File: src/design/hies_pkg.sv
// package: register map, field positions and types of the host interrupt enable/status block
package hies_pkg;

   // register byte offsets
   localparam logic [11:0] OFS_ENABLE = 12'h300;
   localparam logic [11:0] OFS_STATUS = 12'h304;
   localparam logic [11:0] OFS_VCAP_BASE = 12'h340;
   localparam logic [11:0] OFS_SRC_LEVEL = 12'h360;

   // field positions shared by enable and status
   localparam int BIT_LM0 = 20;
   localparam int BIT_MAILBOX_0 = 16;
   localparam int BIT_ACFAIL = 15;
   localparam int BIT_SYSFAIL = 14;
   localparam int BIT_SOFT = 13;
   localparam int BIT_SOFT_ACK = 12;
   localparam int BIT_VME_BUS_ERROR = 10;
   localparam int BIT_PCI_BUS_ERROR = 9;
   localparam int BIT_DMA = 8;
   localparam int BIT_LVL1 = 1;
   localparam int BIT_OWN = 0;

   // implemented bits; 31-24 and 11 reserved, read zero
   localparam logic [31:0] IMPL_MASK = 32'h00ff_f7ff;

   // values after reset
   localparam logic [31:0] ENABLE_RST = 32'h0000_0000;
   localparam logic [31:0] STATUS_RST = 32'h0000_0000;
   localparam logic [7:0] VCAP_RST = 8'h00;

   // widths
   localparam int VEC_W = 8;
   localparam int NUM_LVL = 7;

   // interrupt acknowledge engine states
   typedef enum logic [1:0] {
      HIES_IDLE,
      HIES_BUSREQ,
      HIES_ACK,
      HIES_DONE
   } hies_state_e;

   // byte enables widened to a bit mask
   function automatic logic [31:0] hies_be_mask(input logic [3:0] be);
      hies_be_mask = {{8{be[3]}}, {8{be[2]}}, {8{be[1]}}, {8{be[0]}}};
   endfunction

endpackage

File: src/design/hies_sticky_bits.sv
// sticky status bits: set wins over a write-one clear
`timescale 1ns/1ps
`default_nettype none
module hies_sticky_bits #(
   parameter int W = 32
) (
   // clock and reset
   input wire logic ref_clk_i,
   input wire logic rst_n_i,
   // set and clear strobes per bit
   input wire logic [W-1:0] set_i,
   input wire logic [W-1:0] clr_i,
   // latched status
   output logic [W-1:0] status_o
);
   import hies_pkg::*;

   genvar g;
   generate
      for (g = 0; g < W; g++) begin : g_bit
         // one flop per bit; a set in the clear cycle survives
         always_ff @(posedge ref_clk_i) begin
            if (!rst_n_i) begin
               status_o[g] <= STATUS_RST[g];
            end else if (set_i[g]) begin
               status_o[g] <= 1'b1;
            end else if (clr_i[g]) begin
               status_o[g] <= 1'b0;
            end
         end
      end
   endgenerate

endmodule
`default_nettype wire

File: src/design/hies_iack_engine.sv
// vme interrupt handler: bus request, acknowledge cycle, vector capture
`timescale 1ns/1ps
`default_nettype none
module hies_iack_engine (
   // clock and reset
   input wire logic ref_clk_i,
   input wire logic rst_n_i,
   // level qualifiers, index = level
   input wire logic [7:1] lvl_enable_i,
   input wire logic [7:1] lvl_irq_i,
   input wire logic [7:1] lvl_pending_i,
   // vme bus side
   input wire logic bus_grant_i,
   input wire logic iack_done_i,
   input wire logic [7:0] iack_vector_i,
   output logic bus_req_o,
   output logic iack_o,
   output logic [2:0] iack_level_o,
   // capture result
   output logic cap_valid_o,
   output logic [7:0] cap_vector_o
);
   import hies_pkg::*;

   hies_state_e state;
   logic [7:1] eligible;
   logic [2:0] pick;

   // only enabled, asserted, not already pending levels compete
   assign eligible = lvl_enable_i & lvl_irq_i & ~lvl_pending_i;

   // highest level wins
   always_comb begin
      pick = 3'h0;
      for (int l = 1; l <= NUM_LVL; l++) begin
         if (eligible[l]) begin
            pick = 3'(l);
         end
      end
   end

   // sequence one acknowledge cycle at a time
   always_ff @(posedge ref_clk_i) begin
      if (!rst_n_i) begin
         state <= HIES_IDLE;
         bus_req_o <= 1'b0;
         iack_o <= 1'b0;
         iack_level_o <= 3'h0;
         cap_valid_o <= 1'b0;
         cap_vector_o <= VCAP_RST;
      end else begin
         unique case (state)
            HIES_IDLE: begin
               cap_valid_o <= 1'b0;
               if (pick != 3'h0) begin
                  bus_req_o <= 1'b1;
                  iack_level_o <= pick;
                  state <= HIES_BUSREQ;
               end
            end
            HIES_BUSREQ: begin
               if (bus_grant_i) begin
                  iack_o <= 1'b1;
                  state <= HIES_ACK;
               end
            end
            HIES_ACK: begin
               if (iack_done_i) begin
                  iack_o <= 1'b0;
                  bus_req_o <= 1'b0;
                  cap_valid_o <= 1'b1;
                  cap_vector_o <= iack_vector_i;
                  state <= HIES_DONE;
               end
            end
            HIES_DONE: begin
               cap_valid_o <= 1'b0;
               state <= HIES_IDLE;
            end
         endcase
      end
   end

endmodule
`default_nettype wire

File: src/design/hies_top.sv
// host interrupt enable/status block with vme interrupt handler and avalon-mm slave
// Summary of operation
// - four location monitor enables mask at 0, pass at 1, reset 0
// - four mailbox enables mask at 0, pass at 1, reset 0
// - acfail and sysfail enables block at 0, enable at 1, reset 0
// - writing soft interrupt enable from 0 to 1 sets soft interrupt
// - clearing soft enable masks it, latched soft status stays
// - soft ack, vme error, pci error, dma, ownership enables gate sources
// - level enables 7-1 choose which vme levels are handled
// - enabled asserted level: request bus, acknowledge exactly that level
// - on completion store vector, set level status, raise host interrupt
// - no new acknowledge on a level while its status is set
// - status at 304: 23-16 lm/mbox, 15-08 misc, 07-00 levels/ownership
// - enable at 300 shares status layout; 31-24 and 11 reserved
// - status latches on event edge, cleared only by writing one
// - acfail/sysfail status set by level, held after release; clear ignored while asserted
`timescale 1ns/1ps
`default_nettype none
module hies_top (
   // clock and reset
   input wire logic ref_clk_i,
   input wire logic rst_n_i,
   // avalon-mm slave
   input wire logic [11:0] avs_address_i,
   input wire logic avs_read_i,
   input wire logic avs_write_i,
   input wire logic [31:0] avs_writedata_i,
   input wire logic [3:0] avs_byteenable_i,
   output logic [31:0] avs_readdata_o,
   output logic avs_waitrequest_o,
   // interrupt sources, active high levels
   input wire logic [3:0] location_monitor_i,
   input wire logic [3:0] mailbox_i,
   input wire logic acfail_i,
   input wire logic sysfail_i,
   input wire logic soft_ack_event_i,
   input wire logic vme_bus_error_i,
   input wire logic pci_bus_error_i,
   input wire logic dma_i,
   input wire logic bus_ownership_i,
   // vme interrupt request lines, index = level, high = asserted
   input wire logic [7:1] vme_irq_i,
   // vme bus ownership and acknowledge handshake
   input wire logic bus_grant_i,
   input wire logic iack_done_i,
   input wire logic [7:0] iack_vector_i,
   output logic bus_req_o,
   output logic iack_o,
   output logic [2:0] iack_level_o,
   // host interrupt
   output logic host_irq_o
);
   import hies_pkg::*;

   // register state
   logic [31:0] host_irq_enable;
   logic [31:0] host_irq_status;
   logic [7:0] vector_capture [1:7];

   // bus decode
   logic wr_go;
   logic [31:0] wr_mask;
   logic hit_enable;
   logic hit_status;
   logic hit_vcap;
   logic hit_src;
   logic [2:0] vcap_idx;
   logic [31:0] next_readdata;

   // event detection
   logic [31:0] edge_src;
   logic [31:0] edge_prev;
   logic [31:0] status_set;
   logic [31:0] status_clr;
   logic soft_rise;

   // engine result
   logic cap_valid;
   logic [7:0] cap_vector;

   // address decode
   assign hit_enable = (avs_address_i[11:2] == OFS_ENABLE[11:2]);
   assign hit_status = (avs_address_i[11:2] == OFS_STATUS[11:2]);
   assign hit_vcap = (avs_address_i[11:5] == OFS_VCAP_BASE[11:5]);
   assign hit_src = (avs_address_i[11:2] == OFS_SRC_LEVEL[11:2]);
   assign vcap_idx = avs_address_i[4:2];

   // a transfer completes on the edge that sees waitrequest low
   assign wr_go = avs_write_i && !avs_waitrequest_o;
   assign wr_mask = hies_be_mask(avs_byteenable_i);

   // waitrequest: high when idle, low for one cycle to answer
   always_ff @(posedge ref_clk_i) begin
      if (!rst_n_i) begin
         avs_waitrequest_o <= 1'b1;
      end else if ((avs_read_i || avs_write_i) && avs_waitrequest_o) begin
         avs_waitrequest_o <= 1'b0;
      end else begin
         avs_waitrequest_o <= 1'b1;
      end
   end

   // read multiplexer; unmapped and reserved read zero
   always_comb begin
      next_readdata = 32'h0000_0000;
      if (hit_enable) begin
         next_readdata = host_irq_enable & IMPL_MASK;
      end else if (hit_status) begin
         next_readdata = host_irq_status & IMPL_MASK;
      end else if (hit_vcap && vcap_idx != 3'h0) begin
         next_readdata = {24'h00_0000, vector_capture[vcap_idx]};
      end else if (hit_src) begin
         next_readdata[BIT_LM0 +: 4] = location_monitor_i;
         next_readdata[BIT_MAILBOX_0 +: 4] = mailbox_i;
         next_readdata[BIT_ACFAIL] = acfail_i;
         next_readdata[BIT_SYSFAIL] = sysfail_i;
         next_readdata[BIT_SOFT_ACK] = soft_ack_event_i;
         next_readdata[BIT_VME_BUS_ERROR] = vme_bus_error_i;
         next_readdata[BIT_PCI_BUS_ERROR] = pci_bus_error_i;
         next_readdata[BIT_DMA] = dma_i;
         next_readdata[BIT_LVL1 +: NUM_LVL] = vme_irq_i;
         next_readdata[BIT_OWN] = bus_ownership_i;
      end
   end

   // read data loaded when the request is first seen, held to completion
   always_ff @(posedge ref_clk_i) begin
      if (!rst_n_i) begin
         avs_readdata_o <= 32'h0000_0000;
      end else if (avs_read_i && avs_waitrequest_o) begin
         avs_readdata_o <= next_readdata;
      end
   end

   // enable register, byte-lane writes, reserved bits kept zero
   always_ff @(posedge ref_clk_i) begin
      if (!rst_n_i) begin
         host_irq_enable <= ENABLE_RST;
      end else if (wr_go && hit_enable) begin
         host_irq_enable <= ((host_irq_enable & ~wr_mask) | (avs_writedata_i & wr_mask)) & IMPL_MASK;
      end
   end

   // soft interrupt fires on a 0-to-1 write of its enable bit only
   assign soft_rise = wr_go && hit_enable && wr_mask[BIT_SOFT] && avs_writedata_i[BIT_SOFT]
                      && !host_irq_enable[BIT_SOFT];

   // edge-sensitive sources gathered into status layout
   always_comb begin
      edge_src = 32'h0000_0000;
      edge_src[BIT_LM0 +: 4] = location_monitor_i;
      edge_src[BIT_MAILBOX_0 +: 4] = mailbox_i;
      edge_src[BIT_SOFT_ACK] = soft_ack_event_i;
      edge_src[BIT_VME_BUS_ERROR] = vme_bus_error_i;
      edge_src[BIT_PCI_BUS_ERROR] = pci_bus_error_i;
      edge_src[BIT_DMA] = dma_i;
      edge_src[BIT_OWN] = bus_ownership_i;
   end

   // previous source levels for rising-edge detection
   always_ff @(posedge ref_clk_i) begin
      if (!rst_n_i) begin
         edge_prev <= 32'h0000_0000;
      end else begin
         edge_prev <= edge_src;
      end
   end

   // status set terms: edges, held levels, soft write, finished acknowledge
   always_comb begin
      status_set = edge_src & ~edge_prev;
      status_set[BIT_ACFAIL] = acfail_i;
      status_set[BIT_SYSFAIL] = sysfail_i;
      status_set[BIT_SOFT] = soft_rise;
      status_set[BIT_LVL1 +: NUM_LVL] = 7'h00;
      if (cap_valid) begin
         status_set[BIT_LVL1 - 1 + int'(iack_level_o)] = 1'b1;
      end
      status_set = status_set & IMPL_MASK;
   end

   // write-one clear on the status register, per byte lane
   assign status_clr = (wr_go && hit_status) ? (avs_writedata_i & wr_mask) : 32'h0000_0000;

   // latched status bits
   hies_sticky_bits #(
      .W(32)
   ) u_status (
      .ref_clk_i(ref_clk_i),
      .rst_n_i(rst_n_i),
      .set_i(status_set),
      .clr_i(status_clr),
      .status_o(host_irq_status)
   );

   // vme interrupt handler, blocked per level while status is set
   hies_iack_engine u_iack (
      .ref_clk_i(ref_clk_i),
      .rst_n_i(rst_n_i),
      .lvl_enable_i(host_irq_enable[BIT_LVL1 +: NUM_LVL]),
      .lvl_irq_i(vme_irq_i),
      .lvl_pending_i(host_irq_status[BIT_LVL1 +: NUM_LVL]),
      .bus_grant_i(bus_grant_i),
      .iack_done_i(iack_done_i),
      .iack_vector_i(iack_vector_i),
      .bus_req_o(bus_req_o),
      .iack_o(iack_o),
      .iack_level_o(iack_level_o),
      .cap_valid_o(cap_valid),
      .cap_vector_o(cap_vector)
   );

   // vector capture per level
   genvar g;
   generate
      for (g = 1; g <= NUM_LVL; g++) begin : g_vcap
         always_ff @(posedge ref_clk_i) begin
            if (!rst_n_i) begin
               vector_capture[g] <= VCAP_RST;
            end else if (cap_valid && iack_level_o == 3'(g)) begin
               vector_capture[g] <= cap_vector;
            end
         end
      end
   endgenerate

   // host interrupt: any enabled and pending bit
   always_ff @(posedge ref_clk_i) begin
      if (!rst_n_i) begin
         host_irq_o <= 1'b0;
      end else begin
         host_irq_o <= |(host_irq_status & host_irq_enable & IMPL_MASK);
      end
   end

endmodule
`default_nettype wire

File: config.mk
export PLATFORM = sky130hd
export DESIGN_NAME = hies_top
export DESIGN_NICKNAME = d
export VERILOG_FILES = /design/src/design/hies_pkg.sv /design/src/design/hies_sticky_bits.sv /design/src/design/hies_iack_engine.sv /design/src/design/hies_top.sv
export SDC_FILE = /design/constraint.sdc
export NUM_CORES = 1
export LEC_CHECK = 0
export ABC_AREA = 0
export BUFFER_PORTS_ARGS = -buffer_cell sky130_fd_sc_hd__clkbuf_2
export CAP_MARGIN = 15
export CORE_UTILIZATION = 42
export DETAILED_ROUTE_END_ITERATION = 12
export GPL_ROUTABILITY_DRIVEN = 0
export PLACE_DENSITY = 0.65
export SYNTH_ARGS = -nofsm -noshare
export SYNTH_HDL_FRONTEND = slang
export SYNTH_SLANG_ARGS = --single-unit
File: constraint.sdc
create_clock -name ref_clk_i -period 1.69 [get_ports ref_clk_i]
set_input_delay 0.338 -clock ref_clk_i [delete_from_list [all_inputs] [get_ports ref_clk_i]]
set_output_delay 0.338 -clock ref_clk_i [all_outputs]
set_load 0.01 [all_outputs]
==> flow_summary.toml, run 1 <==
[clock_tree]
cts_tree = "built"
numCtsBuffers = 17
cts.htree.levels = 4
clkTransAtPathRegs_ns = 0.06
postCtsHoldBufs = 0
cts_buffer_depth = 2
clkLatencyLatePin_ns = 0.43
cts.sinks = 156
cts_root_buf = "clkbuf_16"

[sta]
fmax_mhz = 614
finalCritPeriodShare = 0.964
grt_setup_unrepaired = "yes"
fin_crit_ns = 1.63
slew_violations = 0
skew_ns = 0.00841
hold_viol_final = 0
setup_viol = 0
fin_ws_ns = 0.0610
timing.hold.ws_ns = 0.131

[worst_setup_path]
path_buf_inv = 3
worstPathArrival_ns = 1.92
end_kind = "flop"
crit_type = "reg -> reg"
path_max_fanout = 3
cp_cell_sequence = "inv_2 -> ha_2 -> inv_1 -> or3_4 -> a2111oi_4 -> buf_4 -> o221ai_1"
required_ns = 1.99
crit_path_max_incr_delay_ns = 0.39
crit_slowest_cell = "or3_4"
start_kind = "flop"
cpLargestDelayFamily = "simple AND/OR/NAND/NOR gates"

[detailed_routing]
post_drt_via_cell_ratio = 5.49
vias = 5881
wl_met1_mm = 8.88
routed_wl_mm = 18.6
drt_iter0_markers = 445
wl_met3_mm = 1.16
firstDrtPassIters = 6
wl_met2_mm = 8.31
drc = 0
wire_per_inst_um = 17.4
dr.max_layer_used = "met4"
ant_nets = 0

[power_and_ir_drop]
pwr-share-comb = 0.072
peakVddDrop_v = 0.000679
powerDensity_mw_per_mm2 = 996
seqPwrFrac = 0.466
power_frac_clock = 0.462
total_power_mw = 8.78
swShare = 0.225
switching_power_mw = 1.98
p_leak_nw = 3.84
p_int_mw = 6.80

[die]
die_y_um = 132
num_io_pins = 123
initial_core_util = 0.430
dieArea_mm2 = 0.0175
die_width_um = 132
core_mm2 = 0.0166
rows = 47

[logic_synthesis]
synth_commonest_cells = "dfxtp_1 (100), and2_1 (73), a21oi_1 (62)"
synth-seq-cells = 156
yosysUniqueCellTypes = 52
synth_area_mm2 = 0.00713
ys.flop_type = "dfxtp_1"
synth_edf_count = 56
yosysTopAreaCellShare = 0.281
synthCells = 706
async_flop_share = 0
ys_seq_area_frac = 0.516
synth_top_cell_by_area = "dfxtp_1"
avgSynthCellArea_um2 = 10.1
yosysWarnings = 0
synth.most_common_cell = "dfxtp_1"
synthTopCellsByArea = "dfxtp_1 (28%), edfxtp_1 (24%), mux2i_1 (6.7%), and2_1 (6.4%), a21oi_1 (4.3%)"

[global_route]
grt_max_degree = 38
grt_antenna_before_repair = 1
grt_pass1_vias = 5724
grt_pass1_wl_mm = 29.7
track_usage = 0.219
grt-ovfl-total = 0

[finish]
synthToLayoutAreaGrowth_pct = 23.6
drive_gt1_frac = 0.237
n_fill_cell = 1496
n_antenna_cell = 0
final_area_mm2 = 0.00882
num-nets-final = 925
finalNonFillerCells = 1071

[placement]
placed_cells = 1039
hpwl_mm = 13.6
dpl_cell_area_mm2 = 0.00815
pre_cts_slack_ns = -0.140
port_buffers = 101

[outcome]
status = "finished, final reports clean"

[run]
max_cap_violations = 0

[min_path]
hold_path.class = "in -> reg"
-- worst paths after layout --
path / startpoint / depth (start not counted) / endpoint / slack, ns
worst max-delay path: u_iack.state[0] / 7 / u_iack.state[1] / 0.06
worst min-delay path: iack_vector_i[1] / 3 / u_iack.cap_vector_o[1] / 0.13
worst max register to register: u_iack.state[0] / 7 / u_iack.state[1] / 0.06
worst min register to register: edge_prev[9] / 2 / u_status.status_o[9] / 0.48
-- power by group through the flow --
stage / registers, mW / logic [mW] / clock network, mW
finish: 4.09 / 0.634 / 4.05
global route: 4.10 / 0.693 / 4.25
CTS: 4.09 / 0.628 / 4.10
detailed placement: 4.17 / 0.624 / 0
global placement: 4.16 / 0.610 / 0
floorplan: 4.17 / 0.338 / 0
-- cell usage in the layout (no fill, tap or decap), types with 14 or more instances in the layout --
cell type / instances
clkbuf_2: 101
dfxtp_1: 99
and2_1: 73
a21oi_1: 62
o21ai_0: 57
edfxtp_1: 56
mux2i_1: 48
buf_4: 43
nor2_1: 42
nand2_1: 33
inv_1: 27
a22o_1: 24
a22oi_1: 19
clkbuf_16: 17
nand2b_1: 14
-- cell type report --
| type | count | area [µm²] | share of cell area |
|---|---|---|---|
| clock buffers | 18 | 439 | 0.0498 |
| clock inverters | 14 | 191 | 0.0217 |
| inverters | 30 | 113 | 0.0128 |
| multi-input cells | 482 | 3140 | 0.357 |
| flip-flops and latches | 156 | 3680 | 0.418 |
| well taps | 220 | 275 | 0.0312 |
| repair buffers | 151 | 968 | 0.110 |
-- repair_timing --
item | in CTS | in global routing
pin swaps | 0 | 0
resized for setup | 2 | 9
setup buffers | 0 | 0
setup endpoints to repair | 2 | 23
-- tightest hold or removal path, delay by kind of cell --
family	cells	cell delay (ns)
AND/OR/NAND/NOR	1	0.05
AO/OA/AOI/OAI	1	0.05
buffers and inverters	1	0.08
-- metrics by stage --
stage / util / TNS [ns]
after floorplan: - / 0
after global placement: 0.491 / -0.772
after detailed placement: 0.491 / -1.12
after CTS: 0.531 / 0
after global routing: 0.532 / -0.000240
final: 0.532 / 0
-- kinds of logic (layout without fill, tap and decap cells) --
group                    Yosys count  count (layout)  synth area share
flip-flops                       156             156             0.516
AO/OA/AOI/OAI                    207             207             0.183
other                              1               9          0.000526
AND/OR/NAND/NOR                  215             215             0.175
adder cells (fa/ha/maj)            3               3           0.00526
multiplexers                      48              48            0.0673
buffers and inverters             76             213            0.0521
-- per-layer routing --
metal  track usage  vias to the layer above
met5             0                        -
met4        0.0728                        0
met3        0.0481                       22
met2         0.337                      205
met1         0.305                     2839
li1              -                     2815
Note: power is estimated with default switching activity, not from simulation.
==> run 2, diff against run 1 <==
--- a/config.mk
+++ b/config.mk
@@ -8,10 +8,11 @@
 export ABC_AREA = 0
 export BUFFER_PORTS_ARGS = -buffer_cell sky130_fd_sc_hd__clkbuf_2
 export CAP_MARGIN = 15
-export CORE_UTILIZATION = 42
+export CORE_UTILIZATION = 51
 export DETAILED_ROUTE_END_ITERATION = 12
 export GPL_ROUTABILITY_DRIVEN = 0
-export PLACE_DENSITY = 0.65
+export PLACE_DENSITY = 0.76
 export SYNTH_ARGS = -nofsm -noshare
 export SYNTH_HDL_FRONTEND = slang
 export SYNTH_SLANG_ARGS = --single-unit
+export TNS_END_PERCENT = 100
==> flow_summary.toml, run 2 (synthesis results as in run 1) <==
[outcome]
status = "finished, final reports clean"

[worst_setup_path]
r2r_slack_ns = 0.06
critPathCapture = "u_iack.state[1]"
cpMostUsedCell = "inv_1"
crit_slowest_cell = "or3_4"
path_buf_inv = 3
required_ns = 1.98
startpoint = "u_iack.state[0]"
end_kind = "flop"
rr_worst_depth = 7
path_depth = 7
crit_path_max_incr_delay_ns = 0.40
crit_type = "reg -> reg"
cpLargestDelayFamily = "simple AND/OR/NAND/NOR gates"
worstPathArrival_ns = 1.92
start_kind = "flop"
regToRegEndpoint = "u_iack.state[1]"
cp_cell_sequence = "inv_1 -> ha_1 -> inv_1 -> or3_4 -> a2111oi_4 -> buf_4 -> o221ai_1"
rr_startpoint = "u_iack.state[0]"
path_max_fanout = 2

[detailed_routing]
dr.max_layer_used = "met4"
post_drt_via_cell_ratio = 5.78
ant_nets = 0
wl_met2_mm = 8.85
wire_per_inst_um = 18.1
drt_iter0_markers = 499
wl_met1_mm = 8.07
firstDrtPassIters = 5
wl_met3_mm = 1.70
routed_wl_mm = 18.9
drc = 0
vias = 6036

[finish]
n_fill_cell = 1041
layout_common_cells = "clkbuf_2 (101), dfxtp_1 (100), and2_1 (73)"
n_antenna_cell = 0
drive_gt1_frac = 0.247
layout_commonest_cell = "clkbuf_2"
num-nets-final = 943
multi_input_area_mm2 = 0.00314
layout.area.seq_mm2 = 0.00368
synthToLayoutAreaGrowth_pct = 25.3
finalNonFillerCells = 1045

[sta]
fmax_mhz = 614
grt_setup_unrepaired = "no"
timing.hold.ws_ns = 0.140
fin_ws_ns = 0.0625
fin_crit_ns = 1.63
skew_ns = 0.00857
setup_viol = 0
slew_violations = 0
hold_viol_final = 0
finalCritPeriodShare = 0.963

[power_and_ir_drop]
powerDensity_mw_per_mm2 = 982
p_leak_nw = 3.95
total_power_mw = 8.77
peakVddDrop_v = 0.000576

[clock_tree]
cts_root_buf = "clkbuf_16"
clkLatencyLatePin_ns = 0.42
cts_buffer_depth = 2
postCtsSetupRepairBufs = 0
cts_tree = "built"
numCtsBuffers = 17
clkTransAtPathRegs_ns = 0.06
cts.htree.levels = 4
cts.sinks = 156

[global_route]
grt-ovfl-total = 0
grt_max_degree = 53
track_usage = 0.268
grt_pass1_wl_mm = 29.8
grt_pass1_vias = 5824
grt_antenna_before_repair = 0

[die]
rows = 42
die_y_um = 120
dieArea_mm2 = 0.0145
die_width_um = 120
initial_core_util = 0.530
num_io_pins = 123
core_mm2 = 0.0135

[min_path]
hold_path.class = "in -> reg"
min_from = "iack_vector_i[7]"

[placement]
port_buffers = 101
pre_cts_slack_ns = -0.109
hpwl_mm = 13.5
placed_cells = 1013

[run]
max_cap_violations = 0
==> run 2: final cells by class <==
type	instances	area share
Timing Repair Buffer	169	0.128
Tap cell	176	0.0246
Sequential cell	156	0.412
Inverter	30	0.0126
Clock buffer	24	0.0610
Clock inverter	8	0.0109
Multi-Input combinational cell	482	0.351
==> run 2: worst min-delay path by stage <==
stage | end | slack, ns | cells past startpoint
finish | u_iack.cap_vector_o[7] | 0.14 | 3
global route | edge_prev[12] | 0.15 | 2
CTS | u_iack.cap_vector_o[7] | 0.13 | 3
detailed placement | avs_readdata_o[23] | 0.48 | 2
global placement | avs_readdata_o[23] | 0.46 | 2
floorplan | avs_readdata_o[23] | 0.44 | 2
==> run 2: timing repair <==
item / 4_1_cts / 5_1_grt
resized for setup: 1 / 3
hold buffers: 0 / 0
endpoints found under the setup margin: 2 / 10
pin swaps: 0 / 0
==> run 2: worst register-to-register path, cell delays in order (launching register included) <==
cell	delay, ns
dfxtp_1	0.31
inv_1	0.08
ha_1	0.19
inv_1	0.07
or3_4	0.40
a2111oi_4	0.20
buf_4	0.17
o221ai_1	0.09
==> run 2: power by group <==
part	switching [mW]	internal (mW)
Combinational	0.380	0.276
Sequential	0.0660	4.03
Clock	1.47	2.55
Total	1.92	6.86
==> run 2: layer usage <==
| metal | up-vias | global-route usage |
|---|---|---|
| met3 | 23 | 0.0542 |
| met4 | 0 | 0.0918 |
| met5 | - | 0 |
| li1 | 2840 | - |
| met1 | 2886 | 0.374 |
| met2 | 287 | 0.415 |
==> run 2: metrics by stage <==
| stage | utilization | TNS, ns | instance area (µm²) |
|---|---|---|---|
| floorplan | - | 0 | 7170 |
| global placement | 0.615 | -0.358 | 8270 |
| detailed placement | 0.615 | -0.902 | 8270 |
| CTS | 0.663 | 0 | 8920 |
| global route | 0.664 | 0 | 8940 |
| finish | 0.664 | 0 | 8940 |
==> run 3, diff against run 2 <==
--- a/config.mk
+++ b/config.mk
@@ -5,13 +5,13 @@
 export SDC_FILE = /design/constraint.sdc
 export NUM_CORES = 1
 export LEC_CHECK = 0
-export ABC_AREA = 0
+export ABC_AREA = 1
 export BUFFER_PORTS_ARGS = -buffer_cell sky130_fd_sc_hd__clkbuf_2
 export CAP_MARGIN = 15
 export CORE_UTILIZATION = 51
 export DETAILED_ROUTE_END_ITERATION = 12
 export GPL_ROUTABILITY_DRIVEN = 0
-export PLACE_DENSITY = 0.76
+export PLACE_DENSITY = 0.77
 export SYNTH_ARGS = -nofsm -noshare
 export SYNTH_HDL_FRONTEND = slang
 export SYNTH_SLANG_ARGS = --single-unit
==> flow_summary.toml, run 3 <==
[clock_tree]
cts_tree = "built"
cts_root_buf = "clkbuf_16"
cts.htree.levels = 4
cts.sinks = 156
cts_buffer_depth = 2
postCtsSetupRepairBufs = 0
clkTransAtPathRegs_ns = 0.06
numCtsBuffers = 17
clkLatencyLatePin_ns = 0.43

[worst_setup_path]
regToRegEndpoint = "vector_capture[4][7]"
worstPathArrival_ns = 1.62
cpMostUsedCell = "inv_1"
rr_startpoint = "u_iack.iack_level_o[2]"
startpoint = "u_iack.iack_level_o[2]"
crit_path_max_incr_delay_ns = 0.53
end_kind = "flop"
required_ns = 1.82
cp_cell_sequence = "inv_1 -> nor2_1 -> inv_1 -> o21ai_0 -> buf_4"
path_depth = 5
path_buf_inv = 3
cpLargestDelayFamily = "flip-flops"
crit_type = "reg -> reg"
critPathCapture = "vector_capture[4][7]"
crit_slowest_cell = "dfxtp_1"
start_kind = "flop"
r2r_slack_ns = 0.19
rr_worst_depth = 5
path_max_fanout = 8

[sta]
fmax_mhz = 669
fin_crit_ns = 1.50
setup_viol = 0
setup_tns_ns = 0
skew_ns = 0.00570
slew_violations = 0
grt_setup_unrepaired = "no"
hold_viol_final = 0
finalCritPeriodShare = 0.885

[placement]
placed_cells = 1135
port_buffers = 101
hpwl_mm = 13.1
dpl_cell_area_mm2 = 0.00790

[detailed_routing]
wire_per_inst_um = 15.6
ant_nets = 0
firstDrtPassIters = 5
vias = 6327
drc = 0
routed_wl_mm = 18.2
drt_iter0_markers = 616
post_drt_via_cell_ratio = 5.43

[logic_synthesis]
synth-seq-cells = 156
ys_seq_area_frac = 0.520
yosysTopAreaCellShare = 0.283
yosysUniqueCellTypes = 37
synth_edf_count = 56
synth_area_mm2 = 0.00708
synth_top_cell_by_area = "dfxtp_1"
yosysWarnings = 0
synthTopCellsByArea = "dfxtp_1 (28%), edfxtp_1 (24%), nand2_1 (8.2%), nor2_1 (7.5%), o21ai_0 (6.3%)"
avgSynthCellArea_um2 = 8.24
ys.flop_type = "dfxtp_1"
synth_commonest_cells = "nand2_1 (154), nor2_1 (142), dfxtp_1 (100)"
synthCells = 859
async_flop_share = 0
synth.most_common_cell = "nand2_1"

[die]
num_io_pins = 123
die_width_um = 120
initial_core_util = 0.528
die_y_um = 120
dieArea_mm2 = 0.0144
core_mm2 = 0.0134
rows = 42

[global_route]
grt_max_degree = 43
grt-ovfl-total = 0
track_usage = 0.270
grt_antenna_before_repair = 0
grt_pass1_vias = 5937
grt_pass1_wl_mm = 29.6

[finish]
drive_gt1_frac = 0.207
fin_util = 0.636
final_area_mm2 = 0.00853
num-nets-final = 1065
synthToLayoutAreaGrowth_pct = 20.4
n_antenna_cell = 0
finalNonFillerCells = 1166
layout_commonest_cell = "nand2_1"
layout_common_cells = "nand2_1 (154), nor2_1 (141), clkbuf_2 (102)"

[power_and_ir_drop]
power_frac_clock = 0.449
seqPwrFrac = 0.465
powerDensity_mw_per_mm2 = 1040
p_int_mw = 6.88
swShare = 0.221
p_leak_nw = 3.46
pwr-share-comb = 0.086
peakVddDrop_v = 0.000523
switching_power_mw = 1.96

[outcome]
status = "finished, final reports clean"

[min_path]
hold_path.class = "in -> reg"
hold_depth = 2

[run]
max_cap_violations = 0
## run 3: metal layers
layer,share of wire,vias up,GRT usage
li1,-,3093,-
met1,0.44,2944,0.376
met2,0.45,260,0.414
met3,0.088,30,0.0466
met4,0.022,0,0.113
met5,0,-,0
## run 3: timing repair
item                                   4_1_cts  5_1_grt
gates resized for setup                      0        2
setup endpoints to repair                    0       11
endpoints found under the hold margin        0        0
hold buffers                                 0        0
## run 3: worst min path at each step
stage	start	to	slack, ns
floorplan	edge_prev[10]	u_status.status_o[10]	0.41
global placement	edge_prev[22]	u_status.status_o[22]	0.41
detailed placement	edge_prev[12]	u_status.status_o[12]	0.42
CTS	avs_read_i	avs_waitrequest_o	0.11
global route	avs_read_i	avs_waitrequest_o	0.13
finish	avs_read_i	avs_waitrequest_o	0.12
## run 3: through the flow
step / hold slack (ns) / total power [mW] / setup WS, ns
6_report: 0.120 / 8.83 / 0.194
2_1_floorplan: 0.408 / 4.63 / -0.148
5_1_grt: 0.132 / 9.14 / 0.0483
3_3_place_gp: 0.410 / 4.92 / -0.00654
4_1_cts: 0.114 / 8.87 / 0.0889
3_5_place_dp: 0.418 / 4.93 / -0.0580
## run 3: final cells by class
type | count | area, µm²
Tap cell | 176 | 220
Clock inverter | 6 | 105
Timing Repair Buffer | 141 | 843
Clock buffer | 25 | 518
Inverter | 92 | 345
Sequential cell | 156 | 3680
Fill cell | 1168 | 4870
Multi-Input combinational cell | 570 | 2810
## run 3: power by group through the flow
| stage | clock, mW | combinational, mW | sequential (mW) |
|---|---|---|---|
| finish | 3.97 | 0.760 | 4.11 |
| global route | 4.17 | 0.850 | 4.12 |
| CTS | 4.01 | 0.756 | 4.11 |
| detailed placement | 0 | 0.751 | 4.18 |
| global placement | 0 | 0.736 | 4.18 |
| floorplan | 0 | 0.437 | 4.19 |
## run 3: cells by family after synthesis
family,count (synthesis),synth area share
AO/OA/AOI/OAI,204,0.173
adder cells (fa/ha/maj),3,0.00530
buffers and inverters,141,0.0882
flip-flops,156,0.520
other,1,0.000530
AND/OR/NAND/NOR,354,0.212
